File: config.mk
export PLATFORM = sky130hd
export DESIGN_NAME = edgcnt_top
export DESIGN_NICKNAME = d
export VERILOG_FILES = /design/src/pkg/edgcnt_pkg.sv /design/src/design/edgcnt_filter.sv /design/src/design/edgcnt_chan.sv /design/src/design/edgcnt_top.sv
export SDC_FILE = /design/constraint.sdc
export NUM_CORES = 2
export LEC_CHECK = 0
export BUFFER_PORTS_ARGS = -buffer_cell sky130_fd_sc_hd__buf_2
export CELL_PAD_IN_SITES_DETAIL_PLACEMENT = 1
export CELL_PAD_IN_SITES_GLOBAL_PLACEMENT = 2
export CORE_MARGIN = 1
export CORE_UTILIZATION = 35
export DETAILED_ROUTE_END_ITERATION = 12
export PLACE_DENSITY_LB_ADDON = 0.2
export SLEW_MARGIN = 20
export SYNTH_ARGS = -nofsm -noshare
export SYNTH_HDL_FRONTEND = slang
export SYNTH_HIERARCHICAL = 1
export SYNTH_SLANG_ARGS = --single-unit
File: constraint.sdc
create_clock -name clk_in -period 4.7 [get_ports clk_in]
set_clock_uncertainty 0.15 [all_clocks]
set_input_delay 0.235 -clock clk_in [delete_from_list [all_inputs] [get_ports clk_in]]
set_output_delay 0.235 -clock clk_in [all_outputs]
set_load 0.02 [all_outputs]
File: src/pkg/edgcnt_pkg.sv
// Purpose: shared constants for the edge counter and interrupt block
// Assumes: 125 MHz clock, APB register access with 32-bit data
// Notes: offsets are byte addresses of aligned 32-bit words
package edgcnt_pkg;

    // register byte offsets
    localparam logic [7:0] OFS_SELECT = 8'h00;
    localparam logic [7:0] OFS_EDGE = 8'h04;
    localparam logic [7:0] OFS_ARM = 8'h08;
    localparam logic [7:0] OFS_DISARM = 8'h0c;
    localparam logic [7:0] OFS_PRESET = 8'h10;
    localparam logic [7:0] OFS_PRESET_ZERO = 8'h14;
    localparam logic [7:0] OFS_COUNT = 8'h18;
    localparam logic [7:0] OFS_SERVICE = 8'h1c;
    localparam logic [7:0] OFS_RESET = 8'h20;
    localparam logic [7:0] OFS_ARMED = 8'h24;
    localparam logic [7:0] OFS_PENDING = 8'h28;
    localparam logic [7:0] OFS_INFO = 8'h2c;

    // selector codes: 0..N-1 counters, N..2N-1 events, plus two groups
    localparam int SEL_W = 7;
    localparam logic [6:0] all_counter_channels_selector = 7'h5a;
    localparam logic [6:0] all_event_channels_selector = 7'h5b;
    localparam logic [6:0] SEL_RESET = 7'h00;

    // edge field: bit 0 rising_select, bit 1 falling_select
    localparam int EDGE_RISE_BIT = 0;
    localparam int EDGE_FALL_BIT = 1;
    localparam logic [1:0] EDGE_RESET = 2'h1;

    // service register fields
    localparam int SVC_VALID_BIT = 31;
    localparam int SVC_EVENT_BIT = 8;
    localparam int SVC_CH_W = 5;

    localparam logic [31:0] COUNT_RESET = 32'h0;
    localparam logic [31:0] PRESET_DEFAULT = 32'h0;
    localparam logic [31:0] COUNT_WRAP_FROM = 32'hffffffff;

    // debounce settling time, least figure of the 100 Hz setting
    localparam int CLK_PERIOD_NS = 8;
    localparam int DEBOUNCE_MIN_NS = 2000000;
    localparam int DEBOUNCE_CYCLES = (DEBOUNCE_MIN_NS + CLK_PERIOD_NS - 1) / CLK_PERIOD_NS;

endpackage

File: src/design/edgcnt_filter.sv
// Purpose: synchronise and debounce one input, flag its edges
// Assumes: input may bounce; clean level must hold DB_CYC cycles
// Notes: rise_out and fall_out are one-cycle pulses
`timescale 1ns/1ns
module edgcnt_filter #(
    parameter int DB_CYC = edgcnt_pkg::DEBOUNCE_CYCLES
) (
    input wire logic clk_in,
    input wire logic rst_b_in,
    input wire logic din_in,
    output logic rise_out,
    output logic fall_out
);
    import edgcnt_pkg::*;

    localparam int CNT_W = $clog2(DB_CYC + 1);

    logic sync0;
    logic sync1;
    logic stable;
    logic [CNT_W-1:0] settle;

    ////////////////////////////////////////////////////////////////////////
    always_ff @(posedge clk_in) begin
        if (!rst_b_in) begin
            sync0 <= 1'b0;
            sync1 <= 1'b0;
        end else begin
            sync0 <= din_in;
            sync1 <= sync0;
        end
    end

    // a new level is accepted only after it held still for DB_CYC cycles
    always_ff @(posedge clk_in) begin
        if (!rst_b_in) begin
            stable <= 1'b0;
            settle <= '0;
            rise_out <= 1'b0;
            fall_out <= 1'b0;
        end else begin
            rise_out <= 1'b0;
            fall_out <= 1'b0;
            if (sync1 == stable) begin
                settle <= '0;
            end else if (settle == CNT_W'(DB_CYC - 1)) begin
                settle <= '0;
                stable <= sync1;
                rise_out <= sync1;
                fall_out <= ~sync1;
            end else begin
                settle <= settle + CNT_W'(1);
            end
        end
    end

endmodule

File: src/design/edgcnt_chan.sv
// Purpose: one channel's edge counter, arming and pending interrupts
// Assumes: command strobes are one-cycle pulses from the register file
// Notes: counter and event arming are kept apart on purpose
`timescale 1ns/1ns
module edgcnt_chan (
    input wire logic clk_in,
    input wire logic rst_b_in,
    input wire logic rise_in,
    input wire logic fall_in,
    input wire logic edge_wr_in,
    input wire logic [1:0] edge_val_in,
    input wire logic preset_in,
    input wire logic [31:0] preset_val_in,
    input wire logic cnt_arm_in,
    input wire logic cnt_disarm_in,
    input wire logic evt_arm_in,
    input wire logic evt_disarm_in,
    input wire logic cnt_svc_in,
    input wire logic evt_svc_in,
    input wire logic clear_all_in,
    output logic [31:0] count_out,
    output logic cnt_armed_out,
    output logic evt_armed_out,
    output logic cnt_pend_out,
    output logic evt_pend_out
);
    import edgcnt_pkg::*;

    logic [1:0] edge_sel;
    logic step;
    logic wrap;

    assign step = (rise_in & edge_sel[EDGE_RISE_BIT]) | (fall_in & edge_sel[EDGE_FALL_BIT]);
    assign wrap = step & ~preset_in & (count_out == COUNT_WRAP_FROM);

    ////////////////////////////////////////////////////////////////////////
    always_ff @(posedge clk_in) begin
        if (!rst_b_in) begin
            edge_sel <= EDGE_RESET;
        end else if (edge_wr_in) begin
            edge_sel <= edge_val_in;
        end
    end

    // a host preset beats a coincident edge; the count never stops
    always_ff @(posedge clk_in) begin
        if (!rst_b_in) begin
            count_out <= COUNT_RESET;
        end else if (preset_in) begin
            count_out <= preset_val_in;
        end else if (step) begin
            count_out <= count_out + 32'h1;
        end
    end

    always_ff @(posedge clk_in) begin
        if (!rst_b_in || clear_all_in) begin
            cnt_armed_out <= 1'b0;
        end else if (cnt_svc_in || cnt_disarm_in) begin
            cnt_armed_out <= 1'b0;
        end else if (cnt_arm_in) begin
            cnt_armed_out <= 1'b1;
        end
    end

    always_ff @(posedge clk_in) begin
        if (!rst_b_in || clear_all_in) begin
            evt_armed_out <= 1'b0;
        end else if (evt_svc_in || evt_disarm_in) begin
            evt_armed_out <= 1'b0;
        end else if (evt_arm_in) begin
            evt_armed_out <= 1'b1;
        end
    end

    // pending stays until serviced; the guard stops a second raise
    always_ff @(posedge clk_in) begin
        if (!rst_b_in || clear_all_in) begin
            cnt_pend_out <= 1'b0;
        end else if (wrap && cnt_armed_out && !cnt_pend_out) begin
            cnt_pend_out <= 1'b1;
        end else if (cnt_svc_in) begin
            cnt_pend_out <= 1'b0;
        end
    end

    always_ff @(posedge clk_in) begin
        if (!rst_b_in || clear_all_in) begin
            evt_pend_out <= 1'b0;
        end else if (step && evt_armed_out && !evt_pend_out) begin
            evt_pend_out <= 1'b1;
        end else if (evt_svc_in) begin
            evt_pend_out <= 1'b0;
        end
    end

endmodule

File: src/design/edgcnt_top.sv
// Purpose: edge counters with counter and event interrupts, APB slave
// Assumes: inputs synchronous to clk_in; one APB master
// Notes: one wait state on every APB access
//
// Functional notes
// - each channel counts alone; armed wrap from -1 to 0 raises interrupt
// - edge setting picks rising, falling or both input edges
// - selector codes address sixteen or eight counter channels
// - group selector arms counter interrupts on every counter channel
// - counter is signed 32 bits and presettable over its full range
// - preset without a value loads zero
// - counter climbs through max, wraps negative, reaches -1 then 0
// - counter arming removable per channel or all at once
// - counter and event arming of one channel are independent
// - servicing a counter interrupt clears it and disarms the channel
// - counting goes on after the wrap; next edge gives one
// - further edges raise nothing while an interrupt waits for service
// - reset and reset command disarm every channel, both kinds
// - on one channel the counter interrupt is presented before the event
// - lowest numbered interrupting channel is presented first
// - every unserviced interrupt is remembered until serviced
// - eight-channel card: edge to request within fifty milliseconds
// - armed event channel interrupts on first selected edge; group arms all
// - sixteen-channel card, 100 Hz setting: delay from 2 to 6.5 ms
`timescale 1ns/1ns
module edgcnt_top #(
    parameter int NUM_CH = 16,
    parameter int DB_CYC = edgcnt_pkg::DEBOUNCE_CYCLES
) (
    input wire logic clk_in,
    input wire logic rst_b_in,
    input wire logic [NUM_CH-1:0] din_in,
    input wire logic [7:0] paddr_in,
    input wire logic psel_in,
    input wire logic penable_in,
    input wire logic pwrite_in,
    input wire logic [31:0] pwdata_in,
    output logic [31:0] prdata_out,
    output logic pready_out,
    output logic pslverr_out,
    output logic intr_req_out
);
    import edgcnt_pkg::*;

    localparam int CH_W = (NUM_CH > 1) ? $clog2(NUM_CH) : 1;

    logic [SEL_W-1:0] sel;
    logic access;
    logic wr_fire;
    logic addr_ok;
    logic [31:0] rd_mux;

    logic [NUM_CH-1:0] cnt_hit;
    logic [NUM_CH-1:0] evt_hit;
    logic [NUM_CH-1:0] preset_hit;
    logic sel_is_cnt;
    logic sel_is_evt;
    logic [CH_W-1:0] sel_ch;

    logic wr_edge;
    logic wr_arm;
    logic wr_disarm;
    logic wr_preset;
    logic wr_preset_zero;
    logic wr_service;
    logic wr_reset;
    logic [31:0] preset_val;

    logic [NUM_CH-1:0] rise;
    logic [NUM_CH-1:0] fall;
    logic [31:0] count [NUM_CH];
    logic [NUM_CH-1:0] cnt_armed;
    logic [NUM_CH-1:0] evt_armed;
    logic [NUM_CH-1:0] cnt_pend;
    logic [NUM_CH-1:0] evt_pend;
    logic [NUM_CH-1:0] cnt_svc;
    logic [NUM_CH-1:0] evt_svc;

    logic pres_valid;
    logic pres_evt;
    logic [SVC_CH_W-1:0] pres_ch;
    logic next_pres_valid;
    logic next_pres_evt;
    logic [SVC_CH_W-1:0] next_pres_ch;

    ////////////////////////////////////////////////////////////////////////
    // apb slave: access phase answers on its second cycle
    assign access = psel_in & penable_in;
    assign wr_fire = access & pready_out & pwrite_in & addr_ok;

    always_comb begin
        case (paddr_in)
            OFS_SELECT, OFS_EDGE, OFS_ARM, OFS_DISARM,
            OFS_PRESET, OFS_PRESET_ZERO, OFS_COUNT, OFS_SERVICE,
            OFS_RESET, OFS_ARMED, OFS_PENDING, OFS_INFO: addr_ok = 1'b1;
            default: addr_ok = 1'b0;
        endcase
    end

    always_ff @(posedge clk_in) begin
        if (!rst_b_in) begin
            pready_out <= 1'b0;
        end else begin
            pready_out <= access & ~pready_out;
        end
    end

    // read data and error are captured in the wait cycle and held with pready
    always_ff @(posedge clk_in) begin
        if (!rst_b_in) begin
            prdata_out <= 32'h0;
            pslverr_out <= 1'b0;
        end else if (access && !pready_out) begin
            prdata_out <= pwrite_in ? 32'h0 : rd_mux;
            pslverr_out <= ~addr_ok;
        end else begin
            pslverr_out <= 1'b0;
        end
    end

    assign wr_edge = wr_fire & (paddr_in == OFS_EDGE);
    assign wr_arm = wr_fire & (paddr_in == OFS_ARM);
    assign wr_disarm = wr_fire & (paddr_in == OFS_DISARM);
    assign wr_preset = wr_fire & (paddr_in == OFS_PRESET);
    assign wr_preset_zero = wr_fire & (paddr_in == OFS_PRESET_ZERO);
    assign wr_service = wr_fire & (paddr_in == OFS_SERVICE);
    assign wr_reset = wr_fire & (paddr_in == OFS_RESET);
    assign preset_val = wr_preset_zero ? PRESET_DEFAULT : pwdata_in;

    always_ff @(posedge clk_in) begin
        if (!rst_b_in) begin
            sel <= SEL_RESET;
        end else if (wr_fire && paddr_in == OFS_SELECT) begin
            sel <= pwdata_in[SEL_W-1:0];
        end
    end

    ////////////////////////////////////////////////////////////////////////
    // selector decode: unknown codes select nothing and are ignored
    assign sel_is_cnt = (sel < SEL_W'(NUM_CH));
    assign sel_is_evt = !sel_is_cnt && (sel < SEL_W'(2 * NUM_CH));
    assign sel_ch = sel_is_cnt ? sel[CH_W-1:0] : CH_W'(sel - SEL_W'(NUM_CH));

    generate
        for (genvar g = 0; g < NUM_CH; g++) begin : g_dec
            assign cnt_hit[g] = (sel == SEL_W'(g))
                || (sel == all_counter_channels_selector);
            assign evt_hit[g] = (sel == SEL_W'(NUM_CH + g))
                || (sel == all_event_channels_selector);
            assign preset_hit[g] = (sel == SEL_W'(g)) & (wr_preset | wr_preset_zero);
        end
    endgenerate

    ////////////////////////////////////////////////////////////////////////
    // channels
    generate
        for (genvar g = 0; g < NUM_CH; g++) begin : g_ch
            edgcnt_filter #(
                .DB_CYC(DB_CYC)
            ) u_filter (
                .clk_in(clk_in),
                .rst_b_in(rst_b_in),
                .din_in(din_in[g]),
                .rise_out(rise[g]),
                .fall_out(fall[g])
            );

            assign cnt_svc[g] = wr_service & pres_valid & ~pres_evt
                & (pres_ch == SVC_CH_W'(g));
            assign evt_svc[g] = wr_service & pres_valid & pres_evt
                & (pres_ch == SVC_CH_W'(g));

            edgcnt_chan u_chan (
                .clk_in(clk_in),
                .rst_b_in(rst_b_in),
                .rise_in(rise[g]),
                .fall_in(fall[g]),
                .edge_wr_in(wr_edge & (cnt_hit[g] | evt_hit[g])),
                .edge_val_in(pwdata_in[1:0]),
                .preset_in(preset_hit[g]),
                .preset_val_in(preset_val),
                .cnt_arm_in(wr_arm & cnt_hit[g]),
                .cnt_disarm_in(wr_disarm & cnt_hit[g]),
                .evt_arm_in(wr_arm & evt_hit[g]),
                .evt_disarm_in(wr_disarm & evt_hit[g]),
                .cnt_svc_in(cnt_svc[g]),
                .evt_svc_in(evt_svc[g]),
                .clear_all_in(wr_reset),
                .count_out(count[g]),
                .cnt_armed_out(cnt_armed[g]),
                .evt_armed_out(evt_armed[g]),
                .cnt_pend_out(cnt_pend[g]),
                .evt_pend_out(evt_pend[g])
            );
        end
    endgenerate

    ////////////////////////////////////////////////////////////////////////
    // priority: scan downward so the lowest channel wins, and within a
    // channel the counter interrupt overrides the event interrupt
    always_comb begin
        next_pres_valid = 1'b0;
        next_pres_evt = 1'b0;
        next_pres_ch = '0;
        for (int i = NUM_CH - 1; i >= 0; i--) begin
            if (evt_pend[i]) begin
                next_pres_valid = 1'b1;
                next_pres_evt = 1'b1;
                next_pres_ch = SVC_CH_W'(i);
            end
            if (cnt_pend[i]) begin
                next_pres_valid = 1'b1;
                next_pres_evt = 1'b0;
                next_pres_ch = SVC_CH_W'(i);
            end
        end
    end

    // the presented interrupt lags the pending record by one cycle; an apb
    // access takes at least two, so a service never hits a stale choice
    always_ff @(posedge clk_in) begin
        if (!rst_b_in) begin
            pres_valid <= 1'b0;
            pres_evt <= 1'b0;
            pres_ch <= '0;
            intr_req_out <= 1'b0;
        end else begin
            pres_valid <= next_pres_valid;
            pres_evt <= next_pres_evt;
            pres_ch <= next_pres_ch;
            intr_req_out <= next_pres_valid;
        end
    end

    ////////////////////////////////////////////////////////////////////////
    // read mux; reads have no side effects on any channel
    always_comb begin
        rd_mux = 32'h0;
        case (paddr_in)
            OFS_SELECT: rd_mux[SEL_W-1:0] = sel;
            OFS_COUNT: begin
                if (sel_is_cnt || sel_is_evt) begin
                    rd_mux = count[sel_ch];
                end
            end
            OFS_SERVICE: begin
                rd_mux[SVC_VALID_BIT] = pres_valid;
                rd_mux[SVC_EVENT_BIT] = pres_evt;
                rd_mux[SVC_CH_W-1:0] = pres_ch;
            end
            OFS_ARMED: begin
                rd_mux[NUM_CH-1:0] = cnt_armed;
                rd_mux[16+NUM_CH-1:16] = evt_armed;
            end
            OFS_PENDING: begin
                rd_mux[NUM_CH-1:0] = cnt_pend;
                rd_mux[16+NUM_CH-1:16] = evt_pend;
            end
            OFS_INFO: rd_mux[7:0] = 8'(NUM_CH);
            default: rd_mux = 32'h0;
        endcase
    end

endmodule

Word-level counts from Yosys, hierarchy flattened

Index checks and enable logic that the tools add are counted.

Bits of input ports: 61
Bits in registers: 1024
Output and inout bits: 35
Word-level logic and storage cells: 1164

Reduce and logical (&&, ||, !) cells: 307
Bitwise operators: 309
Mux-type cells: 202
Order comparisons: 3
$add $sub $neg: 33
Equal/unequal tests: 107

Operator list:

| kind                                                                  | number |
|---|---|
| 32-bit two-way mux                                                    | 37 |
| 32-bit by 1-bit adder with 32-bit output, second input constant       | 16 |
| 32-bit equality test, second input constant                           | 16 |
| 18-bit by 1-bit adder with 18-bit output, second input constant       | 16 |
| 18-bit equality test, second input constant                           | 16 |
| 1-bit AND                                                             | 207 |
| 1-bit two-way mux                                                     | 129 |
| 32-bit binary-select mux with 4-bit select                            | 1 |
| 7-bit by 5-bit equality test with 1-bit output, second input constant | 16 |
| 3-bit OR reduction                                                    | 33 |
| 2-bit nonzero test                                                    | 48 |
| 4-bit two-way mux                                                     | 17 |
| 1-bit NOT                                                             | 68 |
| 1-bit logical AND                                                     | 67 |
| 1-bit logical OR                                                      | 66 |
| 22-bit case mux with 3 select lines                                   | 1 |
| 2-bit OR reduction                                                    | 33 |
| 7-bit by 4-bit equality test with 1-bit output, second input constant | 8 |
| 5-bit by 4-bit equality test with 1-bit output, second input constant | 8 |
| 1-bit zero test                                                       | 35 |
| 2-bit AND reduction                                                   | 17 |
| 1-bit bitwise OR                                                      | 33 |
| 8-bit by 5-bit equality test with 1-bit output, second input constant | 4 |
| 8-bit by 6-bit equality test with 1-bit output, second input constant | 4 |
| other kinds (29)                                                      | 65 |

Longest topological paths before layout

Depth in word-level cells: 32
Gate-level depth with buffers: 14
Gate-level depth less buffers: 9

Modules after synthesis

The synthesis kept the hierarchy.

Modules (own cells, without submodules):

| module                               | cells each | area each (µm²) | seq. area each (µm²) | instances |
|---|---|---|---|---|
| edgcnt_chan                          | 273        | 2189.6          | 760.7                | 16 |
| edgcnt_filter (g_ch[0].u_filter ...) | 107        | 1013.5          | 460.4                | 13 |
| edgcnt_top                           | 930        | 8022.7          | 940.9                | 1 |
| edgcnt_filter (g_ch[8].u_filter ...) | 110        | 978.4           | 460.4                | 2 |
| edgcnt_filter (g_ch[7].u_filter)     | 112        | 1034.7          | 460.4                | 1 |

Worst setup path before layout

No wires, ideal clock.

Path type: register -> register
From: register sel[0]
To: register g_ch[15].u_chan.count_out[0]
Path buffers: 6
Library setup time: 115 ps
Slack: 1810 ps
Arrival: 2625 ps
Cell stages (with the launch flop): 12
Period minus slack after synthesis: 2890 ps
Cells stage by stage: dfxtp_1 buf_2 buf_4 buf_2 and2_0 clkbuf_1 nand2_1 nor2_1 clkbuf_1 clkbuf_1 o21ai_0 and2_1

Cells in the longest elaborated chain, start to end: 3
Elaborated cells between the ends (all ways): 4
Those cells by class: 1 x eq/ne; 1 x mux; 1 x bitwise; 1 x reduce/logical

RTL lines:

| item                                                     | line              | text |
|---|---|---|
| from (decl)                                              | edgcnt_top.sv:47  | `logic [SEL_W-1:0] sel;` |
| from (signal assigned)                                   | edgcnt_top.sv:134 | `sel <= pwdata_in[SEL_W-1:0];` |
| 7-bit by 4-bit equality test with 1-bit output (*)       | edgcnt_top.sv:150 | `assign preset_hit[g] = (sel == SEL_W'(g)) & (wr_preset \| wr_preset_zero);` |
| 1-bit AND (*)                                            | edgcnt_top.sv:150 |  |
| named net preset_hit[15]                                 | edgcnt_top.sv:55  | `logic [NUM_CH-1:0] preset_hit;` |
| 32-bit two-way mux or 2-bit nonzero test (tied branches) | --                |  |
| to (signal assigned)                                     | edgcnt_chan.sv:50 | `count_out <= preset_val_in;` |
| to (signal assigned)                                     | edgcnt_chan.sv:52 | `count_out <= count_out + 32'h1;` |
| to (decl)                                                | edgcnt_chan.sv:21 | `output logic [31:0] count_out,` |

Mark *: on every way through the listed nets, which the timed path passes. The rest lies on a longest branch.
A chain may end at the register's enable or synchronous reset.

Worst setup path after layout

From: register pready_out
To: register g_ch[14].u_chan.count_out[29]

Cells in the longest elaborated chain, start to end: 7
Elaborated cells between the ends (all ways): 10
Those cells by class: 2 x mux; 7 x bitwise; 1 x reduce/logical

RTL lines:

| item                                                     | line                                 | text |
|---|---|---|
| from (decl)                                              | edgcnt_top.sv:39                     | `output logic pready_out,` |
| from (signal assigned)                                   | edgcnt_top.sv:104                    | `pready_out <= access & ~pready_out;` |
| 1-bit AND (*) (3 in series)                              | edgcnt_top.sv:89                     | `assign wr_fire = access & pready_out & pwrite_in & addr_ok;` |
| 1-bit AND (on tied branches)                             | edgcnt_top.sv:124, edgcnt_top.sv:125 |  |
| 1-bit bitwise OR (*)                                     | edgcnt_top.sv:150                    |  |
| 1-bit AND (*)                                            | edgcnt_top.sv:150                    |  |
| named net preset_hit[14]                                 | edgcnt_top.sv:55                     |  |
| 32-bit two-way mux or 2-bit nonzero test (tied branches) | --                                   |  |
| to (signal assigned)                                     | edgcnt_chan.sv:50                    |  |
| to (signal assigned)                                     | edgcnt_chan.sv:52                    |  |
| to (decl)                                                | edgcnt_chan.sv:21                    |  |

Marked as above.

==> results.toml <==
[floorplanning]
dieArea_mm2 = 0.1709
initial_core_util_pct = 35.34
ioPinCount = 96
die_h_um = 413.4
fp-row-count = 150
core_mm2 = 0.1676
die_w_um = 413.4

[worst_setup_path]
path_cells = "and4_1 -> nand2_1 -> nor4_2 -> nand2_1 -> nor2_2 -> inv_1 -> buf_4 -> and3_1 -> a32oi_1 -> nand3_1"
cp_max_fo = 47
startpoint = "pready_out"
endpoint_kind = "flop"
slowest_stage = "nor2_2"
path_buf_inv = 2
cp_top_family = "simple AND/OR/NAND/NOR gates"
r2r_setup_slack_ns = 1.03
setup.worst_path.class = "flop to flop"
crit_end = "g_ch[14].u_chan/count_out[29]"
max_stage_delay_ns = 0.71
critPathLaunchType = "flop"
timing.rr.start = "pready_out"
cp_num_cells = 10
rr_worst_depth = 10
required_ns = 5.22
r2r-end = "g_ch[14].u_chan/count_out[29]"
cp_common_cell = "nand2_1"
cp.arrival_ns = 4.20

[sta]
slew_violations = 0
clock.fmax_mhz = 272.3
setup_violations = 0
layout_min_cycle_time_ns = 3.672
hold_viol = 0
fin_ws_ns = 1.028
finalSetupTns_ns = 0
holdWs_ns = 0.06439
grt_setup_unrepaired = "no"
period_share_pct = 78.14
worstMarginPinSlew_ns = 1.257
relSlewSlack_pct = 16.19

[flow_run]
drv_cap = 0

[min_path]
min_from = "din_in[5]"
hold_path.class = "input port to flop"
hold_depth = 3

[grt]
grt_usage_pct = 28.25
globalRouteOverflowTotal = 0
grt_max_degree = 113
grt_pass1_wl_um = 367500
grt_pass1_vias = 56130
antenna_found_initial = 13

[synthesis]
synthArstFlopShare_pct = 0
synth_top_family_by_area = "simple AND/OR/NAND/NOR gates"
avgSynthCellArea_um2 = 8.435
seq_area_frac_synth_pct = 34.58
synth_compound_area_share_pct = 17.16
yosys.area_share.simple_pct = 31.80
netlist_area_mm2 = 0.05922
synth_adder_area_share_pct = 0.6761
yosys_warnings = 6
syn-num-nets = 7114
ys.flop_type = "dfxtp_1"
synth_cell_type_count = 84
synth.mux.area_fraction_pct = 6.190
synth_seq_cells = 1023
synth_edf_count = 0
syn_inst = 7021
synth-xor-area-share_pct = 5.428

[route]
drt_iter0_markers = 4598
post-route-drc-count = 0
avgViaCountPerCell = 6.238
drtPass1Iterations = 6
vias = 57910
wire_per_inst_um = 26.70
detail-route-antenna-nets = 0
wl_um = 247800

[pwr]
p_comb_share_pct = 3.7
power.switching_mw = 4.937
p_leak_nw = 20.64
power_frac_seq_pct = 44.3
power_mw = 19.92
switching_share_pct = 24.78
power.density_mw_per_mm2 = 300.3
ir_drop_mv = 0.3073
clkPwrFrac_pct = 51.9
p_int_mw = 14.98

[final_layout]
final_common_cell = "dfxtp_1"
fillers = 19600
most-common-layout-cells = "1021 x dfxtp_1, 560 x nor2_1, 553 x o21ai_0"
layout-drive-gt1-share_pct = 11.38
final_util_pct = 39.58
final_net_count = 7065
final_cell_area_mm2 = 0.06634
final_cells = 9283
synthToLayoutAreaGrowth_pct = 12.01

[placed_design]
io_buffers = 95
pre_cts_slack_ns = 0.9572
gp_congestion = 0.9986
dp_hpwl_um = 179000
placed_cells = 9003
dpl_cell_area_mm2 = 0.06158

[clock_tree]
clkTransAtPathRegs_ns = 0.06
cts_sinks = 1023
cts_tree = "done"
clkLatencyLatePin_ns = 0.81
numCtsBuffers = 133
htreeDepth = 4
root_buffer = "clkbuf_16"
cts_resized = 0
cts_max_path_buffers = 3

[run_status]
outcome = "completed"
worst min-delay path: stages:
cell and delay [ns]:
dlygate4sd3_1 0.51, buf_2 0.12, and2_1 0.11
power by group through the flow:
stage / registers, mW / clock network, mW / logic, mW
after floorplan: 8.97 / 0 / 0.373
after global placement: 9.02 / 0 / 0.688
after detailed placement: 9.02 / 0 / 0.700
after global routing: 8.83 / 10.9 / 0.786
final: 8.83 / 10.3 / 0.740
after CTS: 8.83 / 10.6 / 0.728
cell families after synthesis:
| kind of cell | count (synthesis) |
|---|---|
| xor+xnor | 367 |
| flops | 1023 |
| compound gates | 1569 |
| fa+ha+maj | 32 |
| simple gates | 3302 |
| buf+inv | 524 |
| mux | 204 |
flip-flops by register name, summed over array words and instances (netlist names):
name                       flops
g_ch.u_chan/edge_sel          32
pslverr_out                    1
g_ch.u_filter/sync1           16
g_ch.u_filter/rise_out        16
sel                            7
g_ch.u_filter/settle         288
g_ch.u_chan/cnt_pend_out      16
pres_valid                     1
pready_out                     1
g_ch.u_chan/cnt_armed_out     16
g_ch.u_chan/evt_armed_out     16
g_ch.u_filter/fall_out        16
g_ch.u_filter/stable          16
g_ch.u_chan/evt_pend_out      16
prdata_out                    32
pres_ch                        4
g_ch.u_filter/sync0           16
pres_evt                       1
g_ch.u_chan/count_out        512
synth_stat cells, types with 83 or more instances:
library cell	instances	area (um2)
nand2_1	527	1978
or4_1	229	1719
o31ai_1	146	1096
a31oi_1	194	1214
o21ai_0	553	2768
clkbuf_1	292	1096
nor4_1	162	1013
a22oi_1	97	728.2
nor2_1	577	2166
nand3_1	393	1967
a21oi_1	209	1046
nor3_1	173	865.8
nand4_1	273	1708
dfxtp_1	1023	20480
and4_1	139	1217
or3_1	139	869.6
and2_1	133	832.1
mux4_2	128	2883
xnor2_1	165	1445
xor2_1	202	1769
nand2b_1	126	788.3
buf_2	83	415.4
worst min-delay path by stage:
stage,endpoint,slack (ns)
floorplan,g_ch[0].u_filter/sync0,0.21
global placement,g_ch[5].u_filter/sync1,0.27
detailed placement,g_ch[10].u_filter/sync1,0.27
CTS,g_ch[10].u_filter/sync0,0.002
global route,g_ch[8].u_filter/sync0,0.06
finish,g_ch[5].u_filter/sync0,0.06
timing repair:
item | CTS | global route
endpoints found under the hold margin | 153 | 0
hold buffers | 38 | 0
setup endpoints to repair | 0 | 0
setup buffers | 0 | 0
routing by layer:
metal / up-vias / GRT usage, % / routed length [um]
met5: - / 0 / 27
met4: 4 / 13.13 / 11740
met3: 417 / 4.815 / 16010
met2: 1699 / 44.76 / 111400
met1: 29190 / 37.30 / 108600
li1: 26600 / - / -
layout make-up:
class                           count  area (um2)  share of cell area [%]
Antenna cell                        5       12.51                 0.01886
Clock buffer                      199        3887                   5.860
Clock inverter                     38       475.5                  0.7167
Inverter                           77       289.0                  0.4357
Multi-Input combinational cell   5474       36500                   55.02
Sequential cell                  1023       20490                   30.88
Tap cell                         2204        2758                   4.157
Timing Repair Buffer              263        1929                   2.908
Power figures use the tool's default switching activity.
